[src/core/fes_pkg.sv]
// package for the flash erase sequencer (host side)
// assumes a parallel flash whose bus cycles the controller paces itself
package fes_pkg;
  // flash command bytes
  localparam logic [7:0] CMD_READ_STATUS = 8'h70;
  localparam logic [7:0] CMD_BLOCK_SETUP = 8'h20;
  localparam logic [7:0] CMD_CHIP_SETUP = 8'h30;
  localparam logic [7:0] CMD_CONFIRM = 8'hD0;
  localparam logic [7:0] CMD_CLEAR_STATUS = 8'h50;
  localparam logic [7:0] CMD_READ_ARRAY = 8'hFF;
  // status byte bit positions
  localparam int BIT_READY = 7;
  localparam int BIT_ERASE_ERR = 5;
  localparam int BIT_WRITE_ERR = 4;
  localparam int BIT_SUPPLY_ERR = 3;
  localparam int BIT_PROTECT_ERR = 1;
  // host-side register offsets (word index on the software port)
  localparam logic [3:0] REG_CTRL = 4'h0;
  localparam logic [3:0] REG_ADDR = 4'h1;
  localparam logic [3:0] REG_STATUS = 4'h2;
  localparam logic [3:0] REG_RESULT = 4'h3;
  // control register field positions
  localparam int CTRL_START = 0;
  localparam int CTRL_CHIP = 1;
  localparam int CTRL_CHECK = 2;
  localparam int CTRL_CLEAR = 3;
  localparam int CTRL_FINISH = 4;
  // bus cycle timing: clock period and strobe width in ns, at 100 MHz
  localparam int CLK_NS = 10;
  localparam int STROBE_NS = 70;
  localparam int STROBE_CYC = (STROBE_NS + CLK_NS - 1) / CLK_NS;
  localparam logic [3:0] STROBE_CNT = 4'(STROBE_CYC);
  localparam logic [3:0] CNT_RESET = 4'h0;
  localparam logic [7:0] BYTE_RESET = 8'h00;
  // result codes of the full status check
  localparam logic [2:0] RES_OK = 3'h0;
  localparam logic [2:0] RES_SUPPLY = 3'h1;
  localparam logic [2:0] RES_PROTECT = 3'h2;
  localparam logic [2:0] RES_SEQUENCE = 3'h3;
  localparam logic [2:0] RES_ERASE = 3'h4;
  typedef enum logic [3:0] {
    ST_IDLE = 4'b0000,
    ST_PRE_CMD = 4'b0001,
    ST_PRE_POLL = 4'b0010,
    ST_SETUP = 4'b0011,
    ST_CONFIRM = 4'b0100,
    ST_POST_POLL = 4'b0101,
    ST_CHECK_CMD = 4'b0110,
    ST_CHECK_RD = 4'b0111,
    ST_CLEAR = 4'b1000,
    ST_FINISH = 4'b1001
  } fes_state_t;
endpackage : fes_pkg

[src/core/fes_host.sv]
// host controller that drives block and full-chip erase on a parallel flash
// assumes flash data sampled synchronously to ref_clk; software port below
//
// What this block does
// - block erase writes 20H then D0H addressed inside the target block
// - further blocks erased one at a time after ready is reported
// - full status check runs per erase or once after a series
// - read-array FFH written after the last erase
// - any found error leads to clear-status before retry
// - check supply, then protect, then write+erase together, then erase alone
// - full-chip erase writes 30H then D0H; erase flag means chip erase failed
// - full-chip erase status check may also be deferred
//
// Design decisions made here: the register offsets and the strobed register port.
`timescale 1ns/1ps
module fes_host
  import fes_pkg::*;
(
  input wire logic ref_clk,
  input wire logic reset_n,
  input wire logic [3:0] regAddr,
  input wire logic [31:0] regWdata,
  input wire logic regWrite,
  input wire logic regRead,
  output logic [31:0] regRdata,
  output logic [19:0] flashAddr,
  output logic [7:0] flashDout,
  output logic flashDoutEn,
  input wire logic [7:0] flashDin,
  output logic flashChipEn_n,
  output logic flashWriteEn_n,
  output logic flashOutEn_n
);

  // ****************************************
  // state and registers
  // ****************************************
  fes_state_t state_r;
  logic [19:0] target_r;
  logic chip_r;
  logic check_r;
  logic finish_r;
  logic busy_r;
  logic done_r;
  logic [7:0] status_r;
  logic [2:0] result_r;
  logic [3:0] cnt_r;
  logic [7:0] wrByte;
  logic cycleDone;
  logic isWriteCycle;
  logic startReq;

  // a request is only accepted while idle, so erases never overlap
  assign startReq = regWrite && regAddr == REG_CTRL && !busy_r;
  assign cycleDone = cnt_r == STROBE_CNT;

  // writing states and the byte each puts on the bus
  function automatic logic [7:0] cmd_of(input fes_state_t s, input logic chip);
    case (s)
      ST_PRE_CMD: cmd_of = CMD_READ_STATUS;
      ST_CHECK_CMD: cmd_of = CMD_READ_STATUS;
      ST_SETUP: cmd_of = chip ? CMD_CHIP_SETUP : CMD_BLOCK_SETUP;
      ST_CONFIRM: cmd_of = CMD_CONFIRM;
      ST_CLEAR: cmd_of = CMD_CLEAR_STATUS;
      ST_FINISH: cmd_of = CMD_READ_ARRAY;
      default: cmd_of = BYTE_RESET;
    endcase
  endfunction : cmd_of

  assign wrByte = cmd_of(state_r, chip_r);
  assign isWriteCycle = state_r != ST_IDLE && state_r != ST_PRE_POLL && state_r != ST_POST_POLL
    && state_r != ST_CHECK_RD;

  // ****************************************
  // software port
  // ****************************************
  // control fields latched at start; bits read back in the cycle after the strobe
  always_ff @(posedge ref_clk)
  begin
    if (!reset_n)
    begin
      target_r <= '0;
      chip_r <= 1'b0;
      check_r <= 1'b0;
      finish_r <= 1'b0;
    end
    else if (regWrite && regAddr == REG_ADDR && !busy_r)
      target_r <= regWdata[19:0];
    else if (startReq)
    begin
      chip_r <= regWdata[CTRL_CHIP];
      check_r <= regWdata[CTRL_CHECK];
      finish_r <= regWdata[CTRL_FINISH];
    end
  end

  always_ff @(posedge ref_clk)
  begin
    if (!reset_n)
      regRdata <= '0;
    else if (regRead)
      case (regAddr)
        REG_CTRL: regRdata <= {27'h0000000, finish_r, 1'b0, check_r, chip_r, 1'b0};
        REG_ADDR: regRdata <= {12'h000, target_r};
        REG_STATUS: regRdata <= {22'h000000, done_r, busy_r, status_r};
        REG_RESULT: regRdata <= {29'h00000000, result_r};
        default: regRdata <= '0;
      endcase
  end

  // ****************************************
  // sequencer
  // ****************************************
  // each bus cycle: strobe low for STROBE_CNT clocks, then one recovery clock
  always_ff @(posedge ref_clk)
  begin
    if (!reset_n)
      cnt_r <= CNT_RESET;
    else if (state_r == ST_IDLE || cycleDone)
      cnt_r <= CNT_RESET;
    else
      cnt_r <= cnt_r + 4'h1;
  end

  always_ff @(posedge ref_clk)
  begin
    if (!reset_n)
    begin
      state_r <= ST_IDLE;
      busy_r <= 1'b0;
      done_r <= 1'b0;
      status_r <= BYTE_RESET;
      result_r <= RES_OK;
    end
    else
      case (state_r)
        ST_IDLE:
        begin
          if (startReq && regWdata[CTRL_CLEAR])
          begin
            state_r <= ST_CLEAR;
            busy_r <= 1'b1;
            done_r <= 1'b0;
          end
          else if (startReq && regWdata[CTRL_START])
          begin
            state_r <= ST_PRE_CMD;
            busy_r <= 1'b1;
            done_r <= 1'b0;
          end
        end
        ST_PRE_CMD: if (cycleDone) state_r <= ST_PRE_POLL;
        ST_PRE_POLL:
          if (cycleDone)
          begin
            status_r <= flashDin;
            if (flashDin[BIT_READY]) state_r <= ST_SETUP;
          end
        ST_SETUP: if (cycleDone) state_r <= ST_CONFIRM;
        ST_CONFIRM: if (cycleDone) state_r <= ST_POST_POLL;
        ST_POST_POLL:
          if (cycleDone)
          begin
            status_r <= flashDin;
            if (flashDin[BIT_READY])
              state_r <= check_r ? ST_CHECK_CMD : (finish_r ? ST_FINISH : ST_IDLE);
            if (flashDin[BIT_READY] && !check_r && !finish_r)
            begin
              busy_r <= 1'b0;
              done_r <= 1'b1;
            end
          end
        ST_CHECK_CMD: if (cycleDone) state_r <= ST_CHECK_RD;
        ST_CHECK_RD:
          if (cycleDone)
          begin
            status_r <= flashDin;
            // supply first, then protect, then both write and erase, then erase alone
            if (flashDin[BIT_SUPPLY_ERR]) result_r <= RES_SUPPLY;
            else if (flashDin[BIT_PROTECT_ERR]) result_r <= RES_PROTECT;
            else if (flashDin[BIT_WRITE_ERR] && flashDin[BIT_ERASE_ERR]) result_r <= RES_SEQUENCE;
            else if (flashDin[BIT_ERASE_ERR]) result_r <= RES_ERASE;
            else result_r <= RES_OK;
            // flags are sticky in the device, so the check sees every erase since last clear
            if (finish_r) state_r <= ST_FINISH;
            else
            begin
              state_r <= ST_IDLE;
              busy_r <= 1'b0;
              done_r <= 1'b1;
            end
          end
        ST_CLEAR:
          if (cycleDone)
          begin
            state_r <= ST_IDLE;
            busy_r <= 1'b0;
            done_r <= 1'b1;
            result_r <= RES_OK;
          end
        ST_FINISH:
          if (cycleDone)
          begin
            state_r <= ST_IDLE;
            busy_r <= 1'b0;
            done_r <= 1'b1;
          end
        default: state_r <= ST_IDLE;
      endcase
  end

  // ****************************************
  // flash pins
  // ****************************************
  // strobes drop for the active part of each cycle; write enable rises one clock early for data hold, the others in the last clock
  always_ff @(posedge ref_clk)
  begin
    if (!reset_n)
    begin
      flashChipEn_n <= 1'b1;
      flashWriteEn_n <= 1'b1;
      flashOutEn_n <= 1'b1;
      flashDoutEn <= 1'b0;
      flashDout <= BYTE_RESET;
      flashAddr <= '0;
    end
    else
    begin
      flashChipEn_n <= state_r == ST_IDLE || cycleDone;
      flashWriteEn_n <= !isWriteCycle || cycleDone || cnt_r == STROBE_CNT - 4'h1;
      flashOutEn_n <= isWriteCycle || state_r == ST_IDLE || cycleDone;
      flashDoutEn <= isWriteCycle && !cycleDone;
      flashDout <= wrByte;
      // confirm goes to the target block; other cycles may use any address
      flashAddr <= (state_r == ST_CONFIRM && !chip_r) ? target_r : 20'h00000;
    end
  end

  // ****************************************
  // checks
  // ****************************************
  a_confirm_byte: assert property (@(posedge ref_clk) disable iff (!reset_n)
    state_r == ST_CONFIRM && !flashWriteEn_n |-> flashDout == CMD_CONFIRM)
    else $error("confirm cycle drove wrong byte");
  a_setup_byte: assert property (@(posedge ref_clk) disable iff (!reset_n)
    $rose(state_r == ST_CONFIRM) |-> $past(state_r) == ST_SETUP)
    else $error("confirm without setup");
  a_confirm_addr: assert property (@(posedge ref_clk) disable iff (!reset_n)
    state_r == ST_CONFIRM && cnt_r != CNT_RESET && !chip_r |-> flashAddr == target_r)
    else $error("confirm not in target block");
  a_one_erase: assert property (@(posedge ref_clk) disable iff (!reset_n)
    busy_r && regWrite && regAddr == REG_CTRL |=> state_r != ST_PRE_CMD || $past(state_r) == ST_PRE_CMD)
    else $error("erase started while busy");
  a_ready_gate: assert property (@(posedge ref_clk) disable iff (!reset_n)
    state_r == ST_PRE_POLL && cycleDone && !flashDin[BIT_READY] |=> state_r == ST_PRE_POLL)
    else $error("setup issued while busy");
  a_check_order: assert property (@(posedge ref_clk) disable iff (!reset_n)
    state_r == ST_CHECK_RD && cycleDone && flashDin[BIT_SUPPLY_ERR] |=> result_r == RES_SUPPLY)
    else $error("supply error not ranked first");
  a_sequence_err: assert property (@(posedge ref_clk) disable iff (!reset_n)
    state_r == ST_CHECK_RD && cycleDone && flashDin[5:3] == 3'b110 && !flashDin[BIT_PROTECT_ERR]
    |=> result_r == RES_SEQUENCE)
    else $error("sequence error misread");
  a_finish_array: assert property (@(posedge ref_clk) disable iff (!reset_n)
    state_r == ST_FINISH && cycleDone |-> flashDout == CMD_READ_ARRAY ##1 state_r == ST_IDLE)
    else $error("read array not issued");
  // the engine stays busy for dozens of clocks, so the window must outlast several polls
  c_block: cover property (@(posedge ref_clk) state_r == ST_CONFIRM && !chip_r ##[1:200] state_r == ST_IDLE);
  c_pre_wait: cover property (@(posedge ref_clk) state_r == ST_PRE_POLL && cycleDone && !flashDin[BIT_READY]);
  c_chip: cover property (@(posedge ref_clk) state_r == ST_CONFIRM && chip_r);
  c_error: cover property (@(posedge ref_clk) result_r == RES_ERASE);

endmodule : fes_host

[config.mk]
export PLATFORM = sky130hd
export DESIGN_NAME = fes_host
export DESIGN_NICKNAME = d
export VERILOG_FILES = /design/src/core/fes_pkg.sv /design/src/core/fes_host.sv
export SDC_FILE = /design/constraint.sdc
export NUM_CORES = 1
export LEC_CHECK = 0
export ABC_AREA = 1
export ABC_CLOCK_PERIOD_IN_PS = 1900
export BUFFER_PORTS_ARGS = -buffer_cell sky130_fd_sc_hd__clkbuf_2
export CORE_MARGIN = 3
export CORE_UTILIZATION = 29
export DETAILED_ROUTE_END_ITERATION = 12
export SLEW_MARGIN = 20
export SYNTH_ARGS = -nofsm -noshare
export SYNTH_HDL_FRONTEND = slang
export SYNTH_SLANG_ARGS = --single-unit
[constraint.sdc]
create_clock -name ref_clk -period 1.9 [get_ports ref_clk]
set_clock_uncertainty 0.2 [all_clocks]
set_input_delay 0.095 -clock ref_clk [delete_from_list [all_inputs] [get_ports ref_clk]]
set_output_delay 0.095 -clock ref_clk [all_outputs]
set_load 0.01 [all_outputs]
==> impl_results.md <==
- Status: complete, no violations
- DR WL met2: ~4.4 mm
- Number of top-level design ports: around 110
- R2R Setup Slk: between 0.05 and 0.06 ns
- Peak supply drop: ~0.36 mV
- CTS tree: yes
- Clk buf depth: 2
- Sw power: roughly 1.5 mW
- # clock sinks: 93
- Post-route setup TNS: 0 ns
- WP depth: 5
- Post-Place Cells: between 700 and 800
- Fin cells: 762
- Die area: ~14000 sq um
- Wl on met1: ~4.4 mm
- Mapped Area: around 3800 sq um
- Hold_ws: between 0.02 and 0.03 ns
- Worst setup margin: about 0.055 ns
- Post-route ant nets: 0
- Hpwl dp: 7.07 mm
- Hold Startpoint: regRead
- Vias in the first global route: roughly 3200
- Setup bufs post-CTS: 0
- RD Place Congestion: between 0.8 and 0.9
- Commonest non-fill, non-tap cell in the layout: dfxtp_1
- Final number of hold-violating endpoints: 0
- Vias: around 3400
- Initial antenna violation count: 0
- GRT overflow: 0
- Async SR Flop Fraction: 0
- HP Class: in2reg
- RSZ-0062 raised after global routing: true
- # diodes: 0
- Worst setup path category: reg2reg
- FF-to-FF path depth: 5
- Crit path max fanout: 7
- Netlist cell types: 35
- Ranking of synthesized cells by area: dfxtp_1 (50%), nand2_1 (7.4%), a21oi_1 (6.8%)
- Post-synth EDFFs: 0
- Critical R2R Launch: state_r[0]$_SDFFE_PN0P_
- Top routing layer used: met4
- Required time of the critical path: approximately 2 ns
- Share of Yosys cell area claimed by the top area cell type: 0.496
- WL per Instance: roughly 13 um
- CP delay by family, top: buffers and inverters
- Final-stage net count: 639
- Dpl ws: 0.160 ns
- PD cells: about 990 nW/um^2
- Layout cells sized above 1: 0.261
- Minimum clock period after layout: ~1.8 ns
- Post-Route WL: 9.60 mm
- F_max: roughly 540 MHz
- Die width: around 120 um
- Period utilization: 0.971
- CP arrival: between 1.5 and 2 ns
- Total CTS buffers: 9
- Worst setup SP type: flop
- Clock power frac: 0.388
- Sequential share of the synthesized area: 0.496
- Commonest cells after routing, fill and taps aside: dfxtp_1 (91), clkbuf_2 (87), nand2_1 (74)
- Final Max Tran Viols: 0
- Number of synthesized register bits: between 90 and 100
- Setup violators final: 0
- Core Rows: 40
- Worst-path clk slew: around 0.07 ns
- All-layer global routing usage: 0.137
- Bufs and invs on worst path: 1
- First-pass GRT wire length: 16.0 mm
- Largest net degree at the start of global routing: between 40 and 50
- Max Cap Viol: 0
- Hold Path Depth: 4
- Critical-path cell list: nor2_4 > nand2_1 > nand4_1 > dlygate4sd3_1 > a21oi_1
- Synthesized area per cell: just under 8 sq um
- Reg2reg end: result_r[2]$_SDFFE_PN0P_
- Initial Util: 0.305
- Internal Pwr Total: 3.43 mW
- Post-Synthesis Cells: around 470
- Iter 0 DRT Violations: about 230
- Hold path endpoint: regRdata[6]$_SDFFE_PN0P_
- Leak: ~2.1 nW
- Detailed-route DRC error count: 0
- Initial DRT Pass Iterations: 4
- Vias/cell: ~4.4
- Crit-path max cell delay: ~0.57 ns
- Final Util: 0.403
- CP endpoint kind: flop
- Comb power frac: 0.178
- Net Sw Frac: 0.300
- Clk root buf: clkbuf_16
- Dominant synthesized flop cell: dfxtp_1
- Total core area: about 12000 sq um
- H-tree Lvls: 3
- Die height: around 120 um
- Area delta synth->final: 32.1%
- Worst-Skew Late Latency: ~0.34 ns
- Port-buffer cells: 87
- Metal3 WL: about 500 um
- Synth Warn #: 0
- Seq pwr share: 0.433
- CP max-delay cell: dlygate4sd3_1
- Area leader, netlist: dfxtp_1
==> metal layers <==
layer  up-vias  GRT usage
met2        85      0.216
met5         -          0
met4         0     0.0630
li1       1730          -
met1      1541      0.180
met3        19     0.0302
==> worst min-delay path, cell delays in order <==
cell,delay (ns)
clkbuf_2,0.09
clkinv_1,0.15
nand2_1,0.07
a21oi_1,0.12
==> logic make-up (layout without fill, tap and decap cells) <==
kind of cell / Yosys count / after routing / synth area share
and+or+nand+nor: 169 / 169 / 0.209
AOI/OAI and AO/OA: 118 / 118 / 0.175
DFF: 93 / 93 / 0.496
buffers and inverters: 89 / 198 / 0.108
adders and majority gates: 2 / 2 / 0.00666
xor gates and xnor gates: 2 / 2 / 0.00467
other: 1 / 12 / 0.000999
==> stage by stage <==
step | cell area, sq um | total power, mW
final | 4960 | 4.90
after global routing | 4960 | 5.13
after CTS | 4960 | 4.94
after detailed placement | 4320 | 2.99
after global placement | 4320 | 2.97
after floorplan | 3800 | 2.79
==> state kept, by name, summed over array words and instances, names as in the netlist <==
| name | cells |
|---|---|
| finish_r | 1 |
| check_r | 1 |
| flashChipEn_n | 1 |
| flashDoutEn | 1 |
| flashWriteEn_n | 1 |
| flashAddr | 20 |
| status_r | 8 |
| done_r | 1 |
| target_r | 20 |
| result_r | 3 |
| busy_r | 1 |
| chip_r | 1 |
| flashDout | 5 |
| regRdata | 20 |
| cnt_r | 4 |
| flashOutEn_n | 1 |
| state_r | 4 |
==> power groups by stage <==
stage	combinational, mW	sequential [mW]	clock, mW
3_5_place_dp	0.824	2.16	0
6_report	0.873	2.12	1.90
2_1_floorplan	0.638	2.15	0
5_1_grt	0.974	2.13	2.03
3_3_place_gp	0.809	2.16	0
4_1_cts	0.879	2.12	1.94
==> repair_timing <==
| item | in CTS | in global routing |
|---|---|---|
| setup endpoints to repair | 0 | 4 |
| hold endpoints to repair | 34 | 0 |
| hold buffers | 32 | 0 |
| gates resized for setup | 0 | 3 |
==> synthesized netlist by cell type, types with 2 or more instances <==
cell type  count
dfxtp_1       93
nand3_1       16
nor2_1        48
o21ai_0       41
clkbuf_1      14
ha_1           2
o21ai_1        6
buf_2          2
a21oi_4        2
buf_4         16
o211ai_1       2
nor2_4         3
nor2_2         5
inv_1         46
inv_2          7
nand2_4        2
a21oi_1       51
nand2_1       74
o22ai_1        8
o21ai_2        2
nand3_2        5
nand4_1        4
a21oi_2        5
nand2_2        8
buf_1          2
==> final cells by class <==
type	count	area, sq um
Inverter	54	203
Clock inverter	7	92.6
Timing Repair Buffer	128	836
Multi-Input combinational cell	303	1530
Fill cell	1280	7350
Clock buffer	9	225
Sequential cell	93	1860
Tap cell	168	210
==> worst max path at each step <==
stage,from,end,slack [ns]
5_1_grt,state_r[2]$_SDFFE_PN0P_,status_r[5]$_SDFFE_PN0P_,-0.009
3_3_place_gp,state_r[0]$_SDFFE_PN0P_,status_r[4]$_SDFFE_PN0P_,0.21
3_5_place_dp,state_r[2]$_SDFFE_PN0P_,status_r[3]$_SDFFE_PN0P_,0.16
2_1_floorplan,cnt_r[0]$_SDFF_PP0_,busy_r$_SDFFE_PN0P_,0.33
4_1_cts,state_r[3]$_SDFFE_PN0P_,result_r[2]$_SDFFE_PN0P_,0.06
6_report,state_r[0]$_SDFFE_PN0P_,result_r[2]$_SDFFE_PN0P_,0.06
Note: power is estimated with default switching activity, not from simulation.
